===== src/rtl/dmdc_pkg.sv =====
// Purpose: shared constants for drive mode and diagnosis control
// Assumes: 250 MHz sys_clk, AHB-Lite register access
// Notes:   byte offsets, field positions, reset values, timings
package dmdc_pkg;
  // timing
  localparam int unsigned CLK_PERIOD_NS   = 4;
  localparam int unsigned MODE_SWITCH_NS  = 1000;
  localparam int unsigned MODE_SWITCH_CYC =
    (MODE_SWITCH_NS + CLK_PERIOD_NS - 1) / CLK_PERIOD_NS;
  //////////////////////////////////////////////////////////////////////////
  // register byte offsets
  localparam logic [7:0] OFS_RXTEL  = 8'h00;
  localparam logic [7:0] OFS_OPMODE = 8'h04;
  localparam logic [7:0] OFS_SETPT  = 8'h08;
  localparam logic [7:0] OFS_RAMP   = 8'h0C;
  localparam logic [7:0] OFS_VEL    = 8'h10;
  localparam logic [7:0] OFS_ACC    = 8'h14;
  localparam logic [7:0] OFS_TARGET = 8'h18;
  localparam logic [7:0] OFS_HOMING = 8'h1C;
  localparam logic [7:0] OFS_FAULT  = 8'h20;
  localparam logic [7:0] OFS_DIAG   = 8'h24;
  localparam logic [7:0] OFS_STATUS = 8'h28;
  //////////////////////////////////////////////////////////////////////////
  // telegram register fields
  localparam int unsigned RX_CW_LSB    = 0;
  localparam int unsigned RX_TEL_LSB   = 16;
  localparam int unsigned RX_COMMS_BIT = 18;
  localparam int unsigned RX_IDENT_LSB = 24;
  localparam logic [7:0]  TEL_IDENT    = 8'hE0;
  localparam logic [1:0]  TEL_POS      = 2'h0;
  localparam logic [1:0]  TEL_SPEED    = 2'h1;
  // control word 1 bits
  localparam int unsigned CW_RAMP_RUN = 5;
  localparam int unsigned CW_SP_EN    = 6;
  localparam int unsigned CW_START    = 6;
  localparam int unsigned CW_HOME     = 11;
  localparam int unsigned CW_REL      = 12;
  localparam int unsigned CW_CHG_NOW  = 13;
  // fault register fields
  localparam int unsigned FLT_SUB_LSB = 8;
  localparam int unsigned FLT_RAISE   = 12;
  // diagnosis code ranges
  localparam logic [15:0] CHAN_ERR_BASE = 16'h1000;
  localparam logic [15:0] CHAN_ERR_MAX  = 16'h7FFF;
  localparam logic [15:0] EXT_ERR_BASE  = 16'h1000;
  localparam logic [15:0] EXT_ERR_MAX   = 16'h100F;
  // reset values
  localparam logic [15:0] STEP_RST   = 16'h0001;
  localparam logic [7:0]  HOMING_RST = 8'h00;
  //////////////////////////////////////////////////////////////////////////
  typedef enum logic [1:0] {
    MODE_TORQUE = 2'h0,
    MODE_SPEED  = 2'h1,
    MODE_POS    = 2'h2
  } dmdc_mode_e;
  typedef enum logic [1:0] {
    TASK_IDLE   = 2'h0,
    TASK_RUN    = 2'h1,
    TASK_QUEUED = 2'h3
  } dmdc_task_e;
endpackage


===== src/rtl/dmdc_diag_enc.sv =====
// Purpose: fault number to diagnosis channel codes
// Assumes: main index 8 bits, subindex 4 bits
// Notes:   alarm is raise delayed one cycle, with codes held
`timescale 1ns/10ps
`default_nettype none
module dmdc_diag_enc (
  // clock and reset
  input  wire logic        sys_clk,
  input  wire logic        nrst,
  // fault event
  input  wire logic        raise,
  input  wire logic [7:0]  mainIdx,
  input  wire logic [3:0]  subIdx,
  // alarm out
  output logic             alarm,
  output logic [15:0]      chanErr,
  output logic [15:0]      extErr
);
  logic        alarm_q, alarm_d;
  logic [15:0] chan_q, chan_d, ext_q, ext_d;

  always_comb begin
    alarm_d = raise;
    chan_d  = chan_q;
    ext_d   = ext_q;
    if (raise) begin
      chan_d = dmdc_pkg::CHAN_ERR_BASE + {8'h00, mainIdx};
      ext_d  = dmdc_pkg::EXT_ERR_BASE + {12'h000, subIdx};
    end
  end

  always_ff @(posedge sys_clk or negedge nrst) begin
    if (!nrst) begin
      alarm_q <= 1'b0;
      chan_q  <= '0;
      ext_q   <= '0;
    end else begin
      alarm_q <= alarm_d;
      chan_q  <= chan_d;
      ext_q   <= ext_d;
    end
  end

  assign alarm   = alarm_q;
  assign chanErr = chan_q;
  assign extErr  = ext_q;

  chk_chan_code: assert property (
    @(posedge sys_clk) disable iff (!nrst)
    raise |=> alarm_q && chan_q == 16'h1000 + $past(mainIdx)
      && chan_q <= dmdc_pkg::CHAN_ERR_MAX)
    else $error("channel code wrong");
  chk_ext_code: assert property (
    @(posedge sys_clk) disable iff (!nrst)
    raise |=> ext_q == 16'h1000 + $past(subIdx)
      && ext_q <= dmdc_pkg::EXT_ERR_MAX)
    else $error("extended code wrong");
endmodule // dmdc_diag_enc
`default_nettype wire


===== src/rtl/dmdc_ramp.sv =====
// Purpose: rate limiting setpoint ramp with freeze
// Assumes: signed setpoints, unsigned step per clock
// Notes:   output held while hold is high
`timescale 1ns/10ps
`default_nettype none
module dmdc_ramp #(
  parameter int unsigned W = 16
) (
  // clock and reset
  input  wire logic                sys_clk,
  input  wire logic                nrst,
  // control
  input  wire logic signed [W-1:0] target,
  input  wire logic        [W-1:0] step,
  input  wire logic                hold,
  // result
  output logic signed      [W-1:0] rampOut
);
  logic signed [W-1:0] out_q;
  logic signed [W-1:0] out_d;
  logic signed [W:0]   diff;

  always_comb begin
    diff  = {target[W-1], target} - {out_q[W-1], out_q};
    out_d = out_q;
    if (!hold) begin
      if (diff > $signed({1'b0, step})) begin
        out_d = W'(out_q + $signed(step));
      end else if (diff < -$signed({1'b0, step})) begin
        out_d = W'(out_q - $signed(step));
      end else begin
        out_d = target;
      end
    end
  end

  always_ff @(posedge sys_clk or negedge nrst) begin
    if (!nrst) begin
      out_q <= '0;
    end else begin
      out_q <= out_d;
    end
  end

  assign rampOut = out_q;

  chk_ramp_frozen: assert property (
    @(posedge sys_clk) disable iff (!nrst)
    hold |=> out_q == $past(out_q))
    else $error("ramp moved while frozen");
endmodule // dmdc_ramp
`default_nettype wire


===== src/rtl/dmdc_top.sv =====
// Purpose: drive mode selection, setpoint path, positioning tasks, alarms
// Assumes: telegrams and faults delivered by register writes
// Notes:   AHB-Lite slave, zero wait states, always OKAY
`timescale 1ns/10ps
`default_nettype none
module dmdc_top (
  // clock and reset
  input  wire logic        sys_clk,
  input  wire logic        nrst,
  // ahb-lite slave
  input  wire logic        hsel,
  input  wire logic [7:0]  haddr,
  input  wire logic [1:0]  htrans,
  input  wire logic        hwrite,
  input  wire logic [2:0]  hsize,
  input  wire logic [31:0] hwdata,
  input  wire logic        hready,
  output logic             hreadyout,
  output logic             hresp,
  output logic [31:0]      hrdata,
  // motion engine
  input  wire logic        taskDone,
  output logic             taskStart,
  output logic             taskAbort,
  output logic [31:0]      taskTarget,
  output logic             taskRelative,
  output logic             taskBlend,
  output logic [15:0]      taskProfVel,
  output logic [15:0]      taskEndVel,
  output logic [15:0]      taskAcc,
  output logic [15:0]      taskDec,
  output logic             homingStart,
  output logic [7:0]       homingMethod,
  // setpoint path
  output logic [1:0]       modeActive,
  output logic             selFix1,
  output logic [15:0]      setpointOut,
  // diagnosis alarm
  output logic             diagAlarm,
  output logic [15:0]      chanErrType,
  output logic [15:0]      extChanErrType
);
  localparam int unsigned CW = $clog2(dmdc_pkg::MODE_SWITCH_CYC + 1);
  localparam logic [CW-1:0] SW_LAST = CW'(dmdc_pkg::MODE_SWITCH_CYC - 1);

  ////////////////////////////////////////////////////////////////////////////
  // state
  logic        dpSel_q, dpSel_d, dpWr_q, dpWr_d;
  logic [7:0]  dpAddr_q, dpAddr_d;
  logic [31:0] rdata_q, rdata_d;
  logic [15:0] cw1_q, cw1_d;
  logic [1:0]  telNum_q, telNum_d;
  logic        comms_q, comms_d;
  logic [1:0]  modeParam_q, modeParam_d, modeReq_q, modeReq_d;
  logic [1:0]  modeAct_q, modeAct_d;
  logic [CW-1:0] swCnt_q, swCnt_d;
  logic [15:0] setpt_q, setpt_d, step_q, step_d;
  logic [15:0] prof_q, prof_d, endv_q, endv_d, acc_q, acc_d, dec_q, dec_d;
  logic [31:0] target_q, target_d;
  logic [7:0]  homeMeth_q, homeMeth_d, fltMain_q, fltMain_d;
  logic [3:0]  fltSub_q, fltSub_d;
  logic        raise_q, raise_d;
  dmdc_pkg::dmdc_task_e task_q, task_d;
  logic [31:0] qTgt_q, qTgt_d, tTgt_q, tTgt_d;
  logic        qRel_q, qRel_d, tRel_q, tRel_d, qBlend_q, qBlend_d;
  logic        tBlend_q, tBlend_d;
  logic [15:0] qProf_q, qProf_d, qEnd_q, qEnd_d, tProf_q, tProf_d;
  logic [15:0] tEnd_q, tEnd_d;
  logic        start_q, start_d, abort_q, abort_d, home_q, home_d;
  // decode
  logic        apValid, wrStb, telStb, startEdge, homeEdge;
  logic [15:0] newCw;
  logic [15:0] rampTarget, rampOut;
  logic        rampHold, fix1;

  ////////////////////////////////////////////////////////////////////////////
  // bus decode and telegram intake
  always_comb begin
    apValid = hsel && htrans[1] && hready;
    wrStb   = dpSel_q && dpWr_q;
    newCw   = hwdata[dmdc_pkg::RX_CW_LSB +: 16];
    telStb  = wrStb && dpAddr_q == dmdc_pkg::OFS_RXTEL
      && hwdata[dmdc_pkg::RX_IDENT_LSB +: 8] == dmdc_pkg::TEL_IDENT;
    startEdge = telStb && newCw[dmdc_pkg::CW_START]
      && !cw1_q[dmdc_pkg::CW_START];
    homeEdge  = telStb && newCw[dmdc_pkg::CW_HOME]
      && !cw1_q[dmdc_pkg::CW_HOME];
  end

  ////////////////////////////////////////////////////////////////////////////
  // setpoint selector
  always_comb begin
    // fixed setpoint 1 in speed mode
    fix1 = modeAct_q == dmdc_pkg::MODE_SPEED && comms_q
      && cw1_q[dmdc_pkg::CW_SP_EN];
    rampHold = modeAct_q == dmdc_pkg::MODE_SPEED
      && !cw1_q[dmdc_pkg::CW_RAMP_RUN];
    if (modeAct_q == dmdc_pkg::MODE_TORQUE || fix1) begin
      rampTarget = setpt_q;
    end else begin
      rampTarget = '0;
    end
  end

  ////////////////////////////////////////////////////////////////////////////
  // next state
  always_comb begin
    dpSel_d = apValid;
    dpWr_d = apValid && hwrite;
    dpAddr_d = apValid ? haddr : dpAddr_q;
    cw1_d = cw1_q; telNum_d = telNum_q; comms_d = comms_q;
    modeParam_d = modeParam_q; modeReq_d = modeReq_q;
    modeAct_d = modeAct_q; swCnt_d = swCnt_q;
    setpt_d = setpt_q; step_d = step_q; prof_d = prof_q;
    endv_d = endv_q; acc_d = acc_q; dec_d = dec_q;
    target_d = target_q; homeMeth_d = homeMeth_q;
    fltMain_d = fltMain_q; fltSub_d = fltSub_q; raise_d = 1'b0;
    task_d = task_q; qTgt_d = qTgt_q; qRel_d = qRel_q;
    qBlend_d = qBlend_q; qProf_d = qProf_q; qEnd_d = qEnd_q;
    tTgt_d = tTgt_q; tRel_d = tRel_q; tBlend_d = tBlend_q;
    tProf_d = tProf_q; tEnd_d = tEnd_q;
    start_d = 1'b0; abort_d = 1'b0; home_d = 1'b0;
    if (wrStb) begin
      unique case (dpAddr_q)
        dmdc_pkg::OFS_OPMODE: begin
          modeParam_d = hwdata[1:0];
          if (telNum_q[1]) begin
            modeReq_d = hwdata[1:0];
          end
        end
        dmdc_pkg::OFS_SETPT: begin
          setpt_d = hwdata[15:0];
          step_d = hwdata[31:16];
        end
        dmdc_pkg::OFS_VEL: begin
          prof_d = hwdata[15:0];
          endv_d = hwdata[31:16];
        end
        dmdc_pkg::OFS_ACC: begin
          acc_d = hwdata[15:0];
          dec_d = hwdata[31:16];
        end
        dmdc_pkg::OFS_TARGET: target_d = hwdata;
        dmdc_pkg::OFS_HOMING: homeMeth_d = hwdata[7:0];
        dmdc_pkg::OFS_FAULT: begin
          fltMain_d = hwdata[7:0];
          fltSub_d = hwdata[dmdc_pkg::FLT_SUB_LSB +: 4];
          raise_d = hwdata[dmdc_pkg::FLT_RAISE];
        end
        default: ;
      endcase
    end
    if (telStb) begin
      cw1_d = newCw;
      telNum_d = hwdata[dmdc_pkg::RX_TEL_LSB +: 2];
      comms_d = hwdata[dmdc_pkg::RX_COMMS_BIT];
      if (telNum_d == dmdc_pkg::TEL_POS) begin
        modeReq_d = dmdc_pkg::MODE_POS;
      end else if (telNum_d == dmdc_pkg::TEL_SPEED) begin
        modeReq_d = dmdc_pkg::MODE_SPEED;
      end else begin
        modeReq_d = modeParam_q;
      end
    end
    if (modeReq_q == modeAct_q) begin
      swCnt_d = '0;
    end else if (swCnt_q == SW_LAST) begin
      modeAct_d = modeReq_q;
      swCnt_d = '0;
    end else begin
      swCnt_d = swCnt_q + 1'b1;
    end
    if (homeEdge && modeAct_q == dmdc_pkg::MODE_POS) begin
      home_d = 1'b1;
    end
    if (startEdge && modeAct_q == dmdc_pkg::MODE_POS) begin
      if (task_q == dmdc_pkg::TASK_IDLE
          || newCw[dmdc_pkg::CW_CHG_NOW]) begin
        abort_d = task_q != dmdc_pkg::TASK_IDLE;
        start_d = 1'b1;
        task_d = dmdc_pkg::TASK_RUN;
        tTgt_d = target_q;
        tRel_d = newCw[dmdc_pkg::CW_REL];
        tBlend_d = 1'b0;
        tProf_d = prof_q;
        tEnd_d = endv_q;
      end else begin
        task_d = dmdc_pkg::TASK_QUEUED;
        qTgt_d = target_q;
        qRel_d = newCw[dmdc_pkg::CW_REL];
        qProf_d = prof_q;
        qEnd_d = endv_q;
        qBlend_d = tEnd_q == prof_q;
      end
    end else if (taskDone) begin
      unique case (task_q)
        dmdc_pkg::TASK_RUN: task_d = dmdc_pkg::TASK_IDLE;
        dmdc_pkg::TASK_QUEUED: begin
          task_d = dmdc_pkg::TASK_RUN;
          start_d = 1'b1;
          tTgt_d = qTgt_q;
          tRel_d = qRel_q;
          tBlend_d = qBlend_q;
          tProf_d = qProf_q;
          tEnd_d = qEnd_q;
        end
        default: ;
      endcase
    end
  end

  ////////////////////////////////////////////////////////////////////////////
  // read mux, registered in the address phase
  always_comb begin
    rdata_d = '0;
    if (apValid && !hwrite) begin
      unique case (haddr)
        dmdc_pkg::OFS_RXTEL: rdata_d = {14'h0000, telNum_q, cw1_q};
        dmdc_pkg::OFS_OPMODE:
          rdata_d = {27'h0000000, swCnt_q != '0, modeParam_q, modeAct_q};
        dmdc_pkg::OFS_SETPT: rdata_d = {step_q, setpt_q};
        dmdc_pkg::OFS_RAMP: rdata_d = {16'h0000, rampOut};
        dmdc_pkg::OFS_VEL: rdata_d = {endv_q, prof_q};
        dmdc_pkg::OFS_ACC: rdata_d = {dec_q, acc_q};
        dmdc_pkg::OFS_TARGET: rdata_d = target_q;
        dmdc_pkg::OFS_HOMING: rdata_d = {24'h000000, homeMeth_q};
        dmdc_pkg::OFS_FAULT: rdata_d = {20'h00000, fltSub_q, fltMain_q};
        dmdc_pkg::OFS_DIAG: rdata_d = {extChanErrType, chanErrType};
        dmdc_pkg::OFS_STATUS:
          rdata_d = {27'h0000000, fix1, tBlend_q, tRel_q, task_q};
        default: rdata_d = '0;
      endcase
    end
  end

  always_ff @(posedge sys_clk or negedge nrst) begin
    if (!nrst) begin
      dpSel_q <= 1'b0; dpWr_q <= 1'b0; dpAddr_q <= '0; rdata_q <= '0;
      cw1_q <= '0; telNum_q <= '0; comms_q <= 1'b0;
      modeParam_q <= dmdc_pkg::MODE_TORQUE;
      modeReq_q <= dmdc_pkg::MODE_TORQUE;
      modeAct_q <= dmdc_pkg::MODE_TORQUE;
      swCnt_q <= '0; setpt_q <= '0; step_q <= dmdc_pkg::STEP_RST;
      prof_q <= '0; endv_q <= '0; acc_q <= '0; dec_q <= '0;
      target_q <= '0; homeMeth_q <= dmdc_pkg::HOMING_RST;
      fltMain_q <= '0; fltSub_q <= '0; raise_q <= 1'b0;
      task_q <= dmdc_pkg::TASK_IDLE;
      qTgt_q <= '0; qRel_q <= 1'b0; qBlend_q <= 1'b0;
      qProf_q <= '0; qEnd_q <= '0;
      tTgt_q <= '0; tRel_q <= 1'b0; tBlend_q <= 1'b0;
      tProf_q <= '0; tEnd_q <= '0;
      start_q <= 1'b0; abort_q <= 1'b0; home_q <= 1'b0;
    end else begin
      dpSel_q <= dpSel_d; dpWr_q <= dpWr_d; dpAddr_q <= dpAddr_d;
      rdata_q <= rdata_d;
      cw1_q <= cw1_d; telNum_q <= telNum_d; comms_q <= comms_d;
      modeParam_q <= modeParam_d; modeReq_q <= modeReq_d;
      modeAct_q <= modeAct_d; swCnt_q <= swCnt_d;
      setpt_q <= setpt_d; step_q <= step_d;
      prof_q <= prof_d; endv_q <= endv_d; acc_q <= acc_d; dec_q <= dec_d;
      target_q <= target_d; homeMeth_q <= homeMeth_d;
      fltMain_q <= fltMain_d; fltSub_q <= fltSub_d; raise_q <= raise_d;
      task_q <= task_d;
      qTgt_q <= qTgt_d; qRel_q <= qRel_d; qBlend_q <= qBlend_d;
      qProf_q <= qProf_d; qEnd_q <= qEnd_d;
      tTgt_q <= tTgt_d; tRel_q <= tRel_d; tBlend_q <= tBlend_d;
      tProf_q <= tProf_d; tEnd_q <= tEnd_d;
      start_q <= start_d; abort_q <= abort_d; home_q <= home_d;
    end
  end

  ////////////////////////////////////////////////////////////////////////////
  // children
  dmdc_ramp #(.W(16)) u_ramp (
    .sys_clk (sys_clk),
    .nrst    (nrst),
    .target  (rampTarget),
    .step    (step_q),
    .hold    (rampHold),
    .rampOut (rampOut)
  );

  dmdc_diag_enc u_diag (
    .sys_clk (sys_clk),
    .nrst    (nrst),
    .raise   (raise_q),
    .mainIdx (fltMain_q),
    .subIdx  (fltSub_q),
    .alarm   (diagAlarm),
    .chanErr (chanErrType),
    .extErr  (extChanErrType)
  );

  assign hreadyout = 1'b1;
  assign hresp = 1'b0;
  assign hrdata = rdata_q;
  assign taskStart = start_q;
  assign taskAbort = abort_q;
  assign taskTarget = tTgt_q;
  assign taskRelative = tRel_q;
  assign taskBlend = tBlend_q;
  assign taskProfVel = tProf_q;
  assign taskEndVel = tEnd_q;
  assign taskAcc = acc_q;
  assign taskDec = dec_q;
  assign homingStart = home_q;
  assign homingMethod = homeMeth_q;
  assign modeActive = modeAct_q;
  assign selFix1 = fix1;
  assign setpointOut = rampOut;

  ////////////////////////////////////////////////////////////////////////////
  // checks
  chk_tel_mode: assert property (
    @(posedge sys_clk) disable iff (!nrst)
    telStb && hwdata[17:16] == 2'h0 |=> modeReq_q == dmdc_pkg::MODE_POS)
    else $error("telegram 0 did not request positioning");
  chk_mode_report: assert property (
    @(posedge sys_clk) disable iff (!nrst)
    modeAct_q != $past(modeAct_q) |-> modeAct_q == $past(modeReq_q)
      && $past(swCnt_q) == SW_LAST)
    else $error("mode changed without settling");
  chk_start_pos: assert property (
    @(posedge sys_clk) disable iff (!nrst)
    start_q && !$past(taskDone) |-> $past(startEdge)
      && $past(modeAct_q) == dmdc_pkg::MODE_POS)
    else $error("task start without rising edge");
  chk_queue_task: assert property (
    @(posedge sys_clk) disable iff (!nrst)
    startEdge && modeAct_q == dmdc_pkg::MODE_POS
      && task_q == dmdc_pkg::TASK_RUN && !newCw[13]
      |=> task_q == dmdc_pkg::TASK_QUEUED && !start_q)
    else $error("task not queued");
  chk_abort_task: assert property (
    @(posedge sys_clk) disable iff (!nrst)
    startEdge && modeAct_q == dmdc_pkg::MODE_POS
      && task_q != dmdc_pkg::TASK_IDLE && newCw[13]
      |=> start_q && abort_q)
    else $error("running task not aborted");
  chk_rel_flag: assert property (
    @(posedge sys_clk) disable iff (!nrst)
    start_q && abort_q |-> tRel_q == $past(newCw[12]))
    else $error("relative flag wrong");
  chk_no_setpt: assert property (
    @(posedge sys_clk) disable iff (!nrst)
    modeAct_q == dmdc_pkg::MODE_SPEED && !cw1_q[6]
      |-> rampTarget == 16'h0000 && !fix1)
    else $error("disabled setpoint still connected");
endmodule // dmdc_top
`default_nettype wire


===== config.mk =====
export PLATFORM = sky130hd
export DESIGN_NAME = dmdc_top
export DESIGN_NICKNAME = d
export VERILOG_FILES = /design/src/rtl/dmdc_pkg.sv /design/src/rtl/dmdc_diag_enc.sv /design/src/rtl/dmdc_ramp.sv /design/src/rtl/dmdc_top.sv
export SDC_FILE = /design/constraint.sdc
export NUM_CORES = 1
export LEC_CHECK = 0
export ABC_CLOCK_PERIOD_IN_PS = 4600
export BUFFER_PORTS_ARGS = -buffer_cell sky130_fd_sc_hd__buf_2
export CAP_MARGIN = 40
export CORE_MARGIN = 8
export CORE_UTILIZATION = 50
export DETAILED_ROUTE_END_ITERATION = 8
export GPL_TIMING_DRIVEN = 0
export HOLD_SLACK_MARGIN = 0.05
export PLACE_DENSITY_LB_ADDON = 0.08
export SLEW_MARGIN = 20
export SYNTH_ARGS = -nofsm -noshare
export SYNTH_HDL_FRONTEND = slang
export SYNTH_SLANG_ARGS = --single-unit

===== constraint.sdc =====
create_clock -name sys_clk -period 4.6 [get_ports sys_clk]
set_clock_uncertainty 0.05 [all_clocks]
set_input_delay 0.23 -clock sys_clk [delete_from_list [all_inputs] [get_ports sys_clk]]
set_output_delay 0.23 -clock sys_clk [all_outputs]
set_load 0.05 [all_outputs]

==> summary.txt <==
Worst Max-Slew Pin Slew -> 0.854 ns
Number of instances in the synthesized netlist -> 1777
Area leader, netlist -> dfrtp_1
Clock sink total -> 391
Power Dens Cells -> 428 nW/um^2
Placed instance area -> 22100 um^2
Fmax achieved -> 203 MHz
Antenna violations before repair -> 1
Max incr delay on CP -> 0.41 ns
Final Setup Violations -> 16
Synth Cell Area -> 20000 um^2
Worst slew margin relative to its limit -> 43.1%
DIE WIDTH -> 216 um
Routed length per placed instance -> 24.7 um
Overall track demand over capacity in global routing -> 27.9%
Part of the Yosys area used for sequential elements -> 48.8%
CP required -> 4.96 ns
Final number of hold-violating endpoints -> 0
Vias after detailed routing -> 16000
I/O pins -> 246
Average size of a mapped cell -> 11.3 um^2
Area share of the largest cell type after synthesis -> 48.7%
Detailed Place HPWL -> 50500 um
Final critical delay including setup and external delays -> 4.94 ns
Core Region -> 39600 um^2
Number of enable flip-flop cells after synthesis -> 0
Wire length of the first global-routing pass -> 100000 um
Number of placed instances with taps included -> 2545
CP Launch Type -> register
Clock buffers created by TritonCTS -> 43
Initial DRC Count -> 1312
Row Count -> 73
Max capacitance violation total -> 0
Via/cell ratio -> 5.94
Number of global-route vias before repair -> 16100
Y dimension of the die -> 216 um
Count of inserted antenna diode cells -> 0
Maximum number of pins on one net before global-route repair -> 100
Synthesis-stage register bit count -> 391
PortBufs -> 219
Count of fill cells added during filler insertion -> 3309
Final worst path period share -> 107%
Fraction of final layout cells sized beyond drive strength 1 -> 32.0%
Placer's final routability congestion estimate -> 0.929
Fin nets -> 2272
Async SR Flop Fraction -> 100%
Post-layout utilization of the core -> 62.1%
Antenna-violating nets left -> 0
Cell area after layout -> 24600 um^2
H-tree lvl count -> 2
Slowest stage cell, crit path -> dfrtp_1
Result of the run -> complete, but fails checks
Non-Filler Instances -> 2698
Congestion Overflow GR -> 0
Latest clock arrival within the worst-skew pair -> 0.56 ns
Data arrival time at the worst-slack endpoint -> 5.29 ns
Synth cell types -> 83
Ordered cell list for the critical path -> nand2_4 -> a21oi_4 -> buf_8 -> nand2_4 -> ha_4 -> fa_2 -> nor2b_4 -> o31a_1 -> a21oi_1 -> ha_1 -> nand4_1 -> nor2_1 -> a211o_1 -> a221o_1 -> maj3_2 -> a211o_1 -> o211a_1 -> buf_6 -> buf_8 -> buf_8 -> a21o_1 -> o22ai_2 -> a22oi_1
Worst Path Max Fanout -> 8
Peak supply drop -> 322 uV
Nature of the critical path endpoint -> register
Most common flop cell mapped by yosys -> dfrtp_1
Violated checks -> setup timing
Number of detailed-routing iterations run before antenna repair -> 6
Synthesis Warnings -> 0
Worst min-delay path category -> input port to async pin
Bufs on Longest Clock Path -> 3
Register clock-pin slew on the reported worst setup and hold paths -> 0.06 ns
Clock Tree Root -> clkbuf_16
TritonCTS clock tree -> done
Starting Density -> 50.6%
Post-detailed-route DRC marker count -> 0
Die area -> 46700 um^2
Type of the worst setup path -> register to register
Fin worst setup slack -> -0.338 ns
Leakage dissipation -> 11.5 nW
RSZ-0062 raised after global routing -> yes
Area growth from synthesis to layout -> 22.9%
Most frequent CP cell -> buf_8
Multi-input gate area -> 9820 um^2
Area occupied by registers -> 9790 um^2
Top cells by area in the synthesized netlist -> dfrtp_1, mux2_2, ha_1
Final-report max-slew violation count -> 0
Wire length reported by the detailed router -> 66700 um
layout make-up:
cell class	instances	share of cell area [%]
Multi-Input combinational cell	1225	39.9
Sequential cell	391	39.7
Timing Repair Buffer	300	8.16
Clock buffer	65	5.20
Tap cell	525	2.67
Buffer	113	2.56
Inverter	66	1.02
Clock inverter	13	0.767
critical path: cells and delay by family, from the launching register on:
family | cells | cell delay, ns
compound gates | 10 | 2.10
fa+ha+maj | 4 | 1.17
buf+inv | 4 | 0.59
simple gates | 5 | 0.46
flops | 1 | 0.41
cell usage in the layout, fill, tap and decap left out, types with 50 or more instances in the layout:
master	n
a22oi_1	61
nand2_1	131
mux2i_1	70
buf_2	224
o21ai_0	82
buf_4	62
inv_1	65
nor2_1	81
clkbuf_1	57
a21oi_1	50
ha_1	75
dfrtp_1	386
mux2_2	244
timing repair:
action	4_1_cts	5_1_grt
setup endpoints to repair	16	16
gates cloned	3	0
pin swaps	40	28
endpoints found under the hold margin	386	0
buffers inserted	22	8
resized for setup	46	21
hold buffers	41	0
Yosys cell counts (all sizes together) (6+ instances only):
master / n
dfrtp: 390
mux2: 247
nand2: 135
o21ai: 110
nor2: 83
ha: 78
mux2i: 70
inv: 66
buf: 63
a22oi: 61
a21oi: 57
clkbuf: 50
xnor2: 50
nor3: 36
nand3: 22
a31oi: 20
a222oi: 16
and2: 15
a221oi: 14
a22o: 12
and3: 11
nand4: 11
o211ai: 11
nor3b: 10
a211oi: 9
nor4: 9
o21a: 9
xor2: 9
nand2b: 8
nor2b: 8
a21o: 7
o21bai: 6
o22ai: 6
per-layer routing:
layer	up-vias	global-route usage, %	part of all wire, %
met5	-	0	0
met4	0	11.5	4.3
met3	153	4.50	7.5
met2	624	45.0	47
met1	8088	37.2	41
li1	7162	-	-
registers in the layout, indices dropped and copies added, names as in the netlist, 32 cells and up:
register / flops
hrdata: 32
target_q: 32
taskTarget: 32
qTgt_q: 32
cells by family (layout without fill, tap and decap cells):
group                    after synthesis  in the layout  synth area share, %
AO/OA/AOI/OAI                        378            378                 12.8
XOR/XNOR                              59             59                 2.58
adder cells (fa/ha/maj)               83             83                 5.28
buffers and inverters                179            557                 4.18
flip-flops                           391            391                 48.8
multiplexers                         317            317                 17.4
other                                  2             20               0.0375
AND/OR/NAND/NOR                      368            368                 8.85
through the flow:
stage          setup TNS (ns)  hold slack, ns  total power [mW]  worst slack, ns
2_1_floorplan         -0.0289          -0.116              5.50          -0.0217
3_3_place_gp         -1750.41           0.407              6.14            -5.22
3_5_place_dp           -10.38          0.0751              6.19           -0.764
4_1_cts                 -4.05          0.0854              10.4           -0.331
5_1_grt                 -7.82           0.116              11.0           -0.590
6_report                -3.78           0.104              10.5           -0.338
path summary, 6_finish.rpt:
| path | from | end | slack [ns] | cells past startpoint |
|---|---|---|---|---|
| min reg2reg | taskTarget[22]$_DFFE_PN0P_ | taskTarget[22]$_DFFE_PN0P_ | 0.42 | 2 |
| min in group sys_clk | hwdata[4] | fltMain_q[4]$_DFFE_PN0P_ | 0.11 | 2 |
| max | comms_q$_DFFE_PN0P_ | u_ramp.rampOut[10]$_DFFE_PN0N_ | -0.34 | 23 |
| max in group asynchronous | nrst | step_q[0]$_DFFE_PN1P_ | 2.83 | 5 |
| max reg2reg | comms_q$_DFFE_PN0P_ | u_ramp.rampOut[10]$_DFFE_PN0N_ | -0.34 | 23 |
| min | nrst | taskProfVel[8]$_DFFE_PN0P_ | 0.10 | 2 |
where the power goes:
group          internal, mW  switching, mW
registers              3.52          0.168
clock network          2.15           1.42
logic                  1.56           1.72
total                  7.23           3.31
Power figures use the tool's default switching activity.
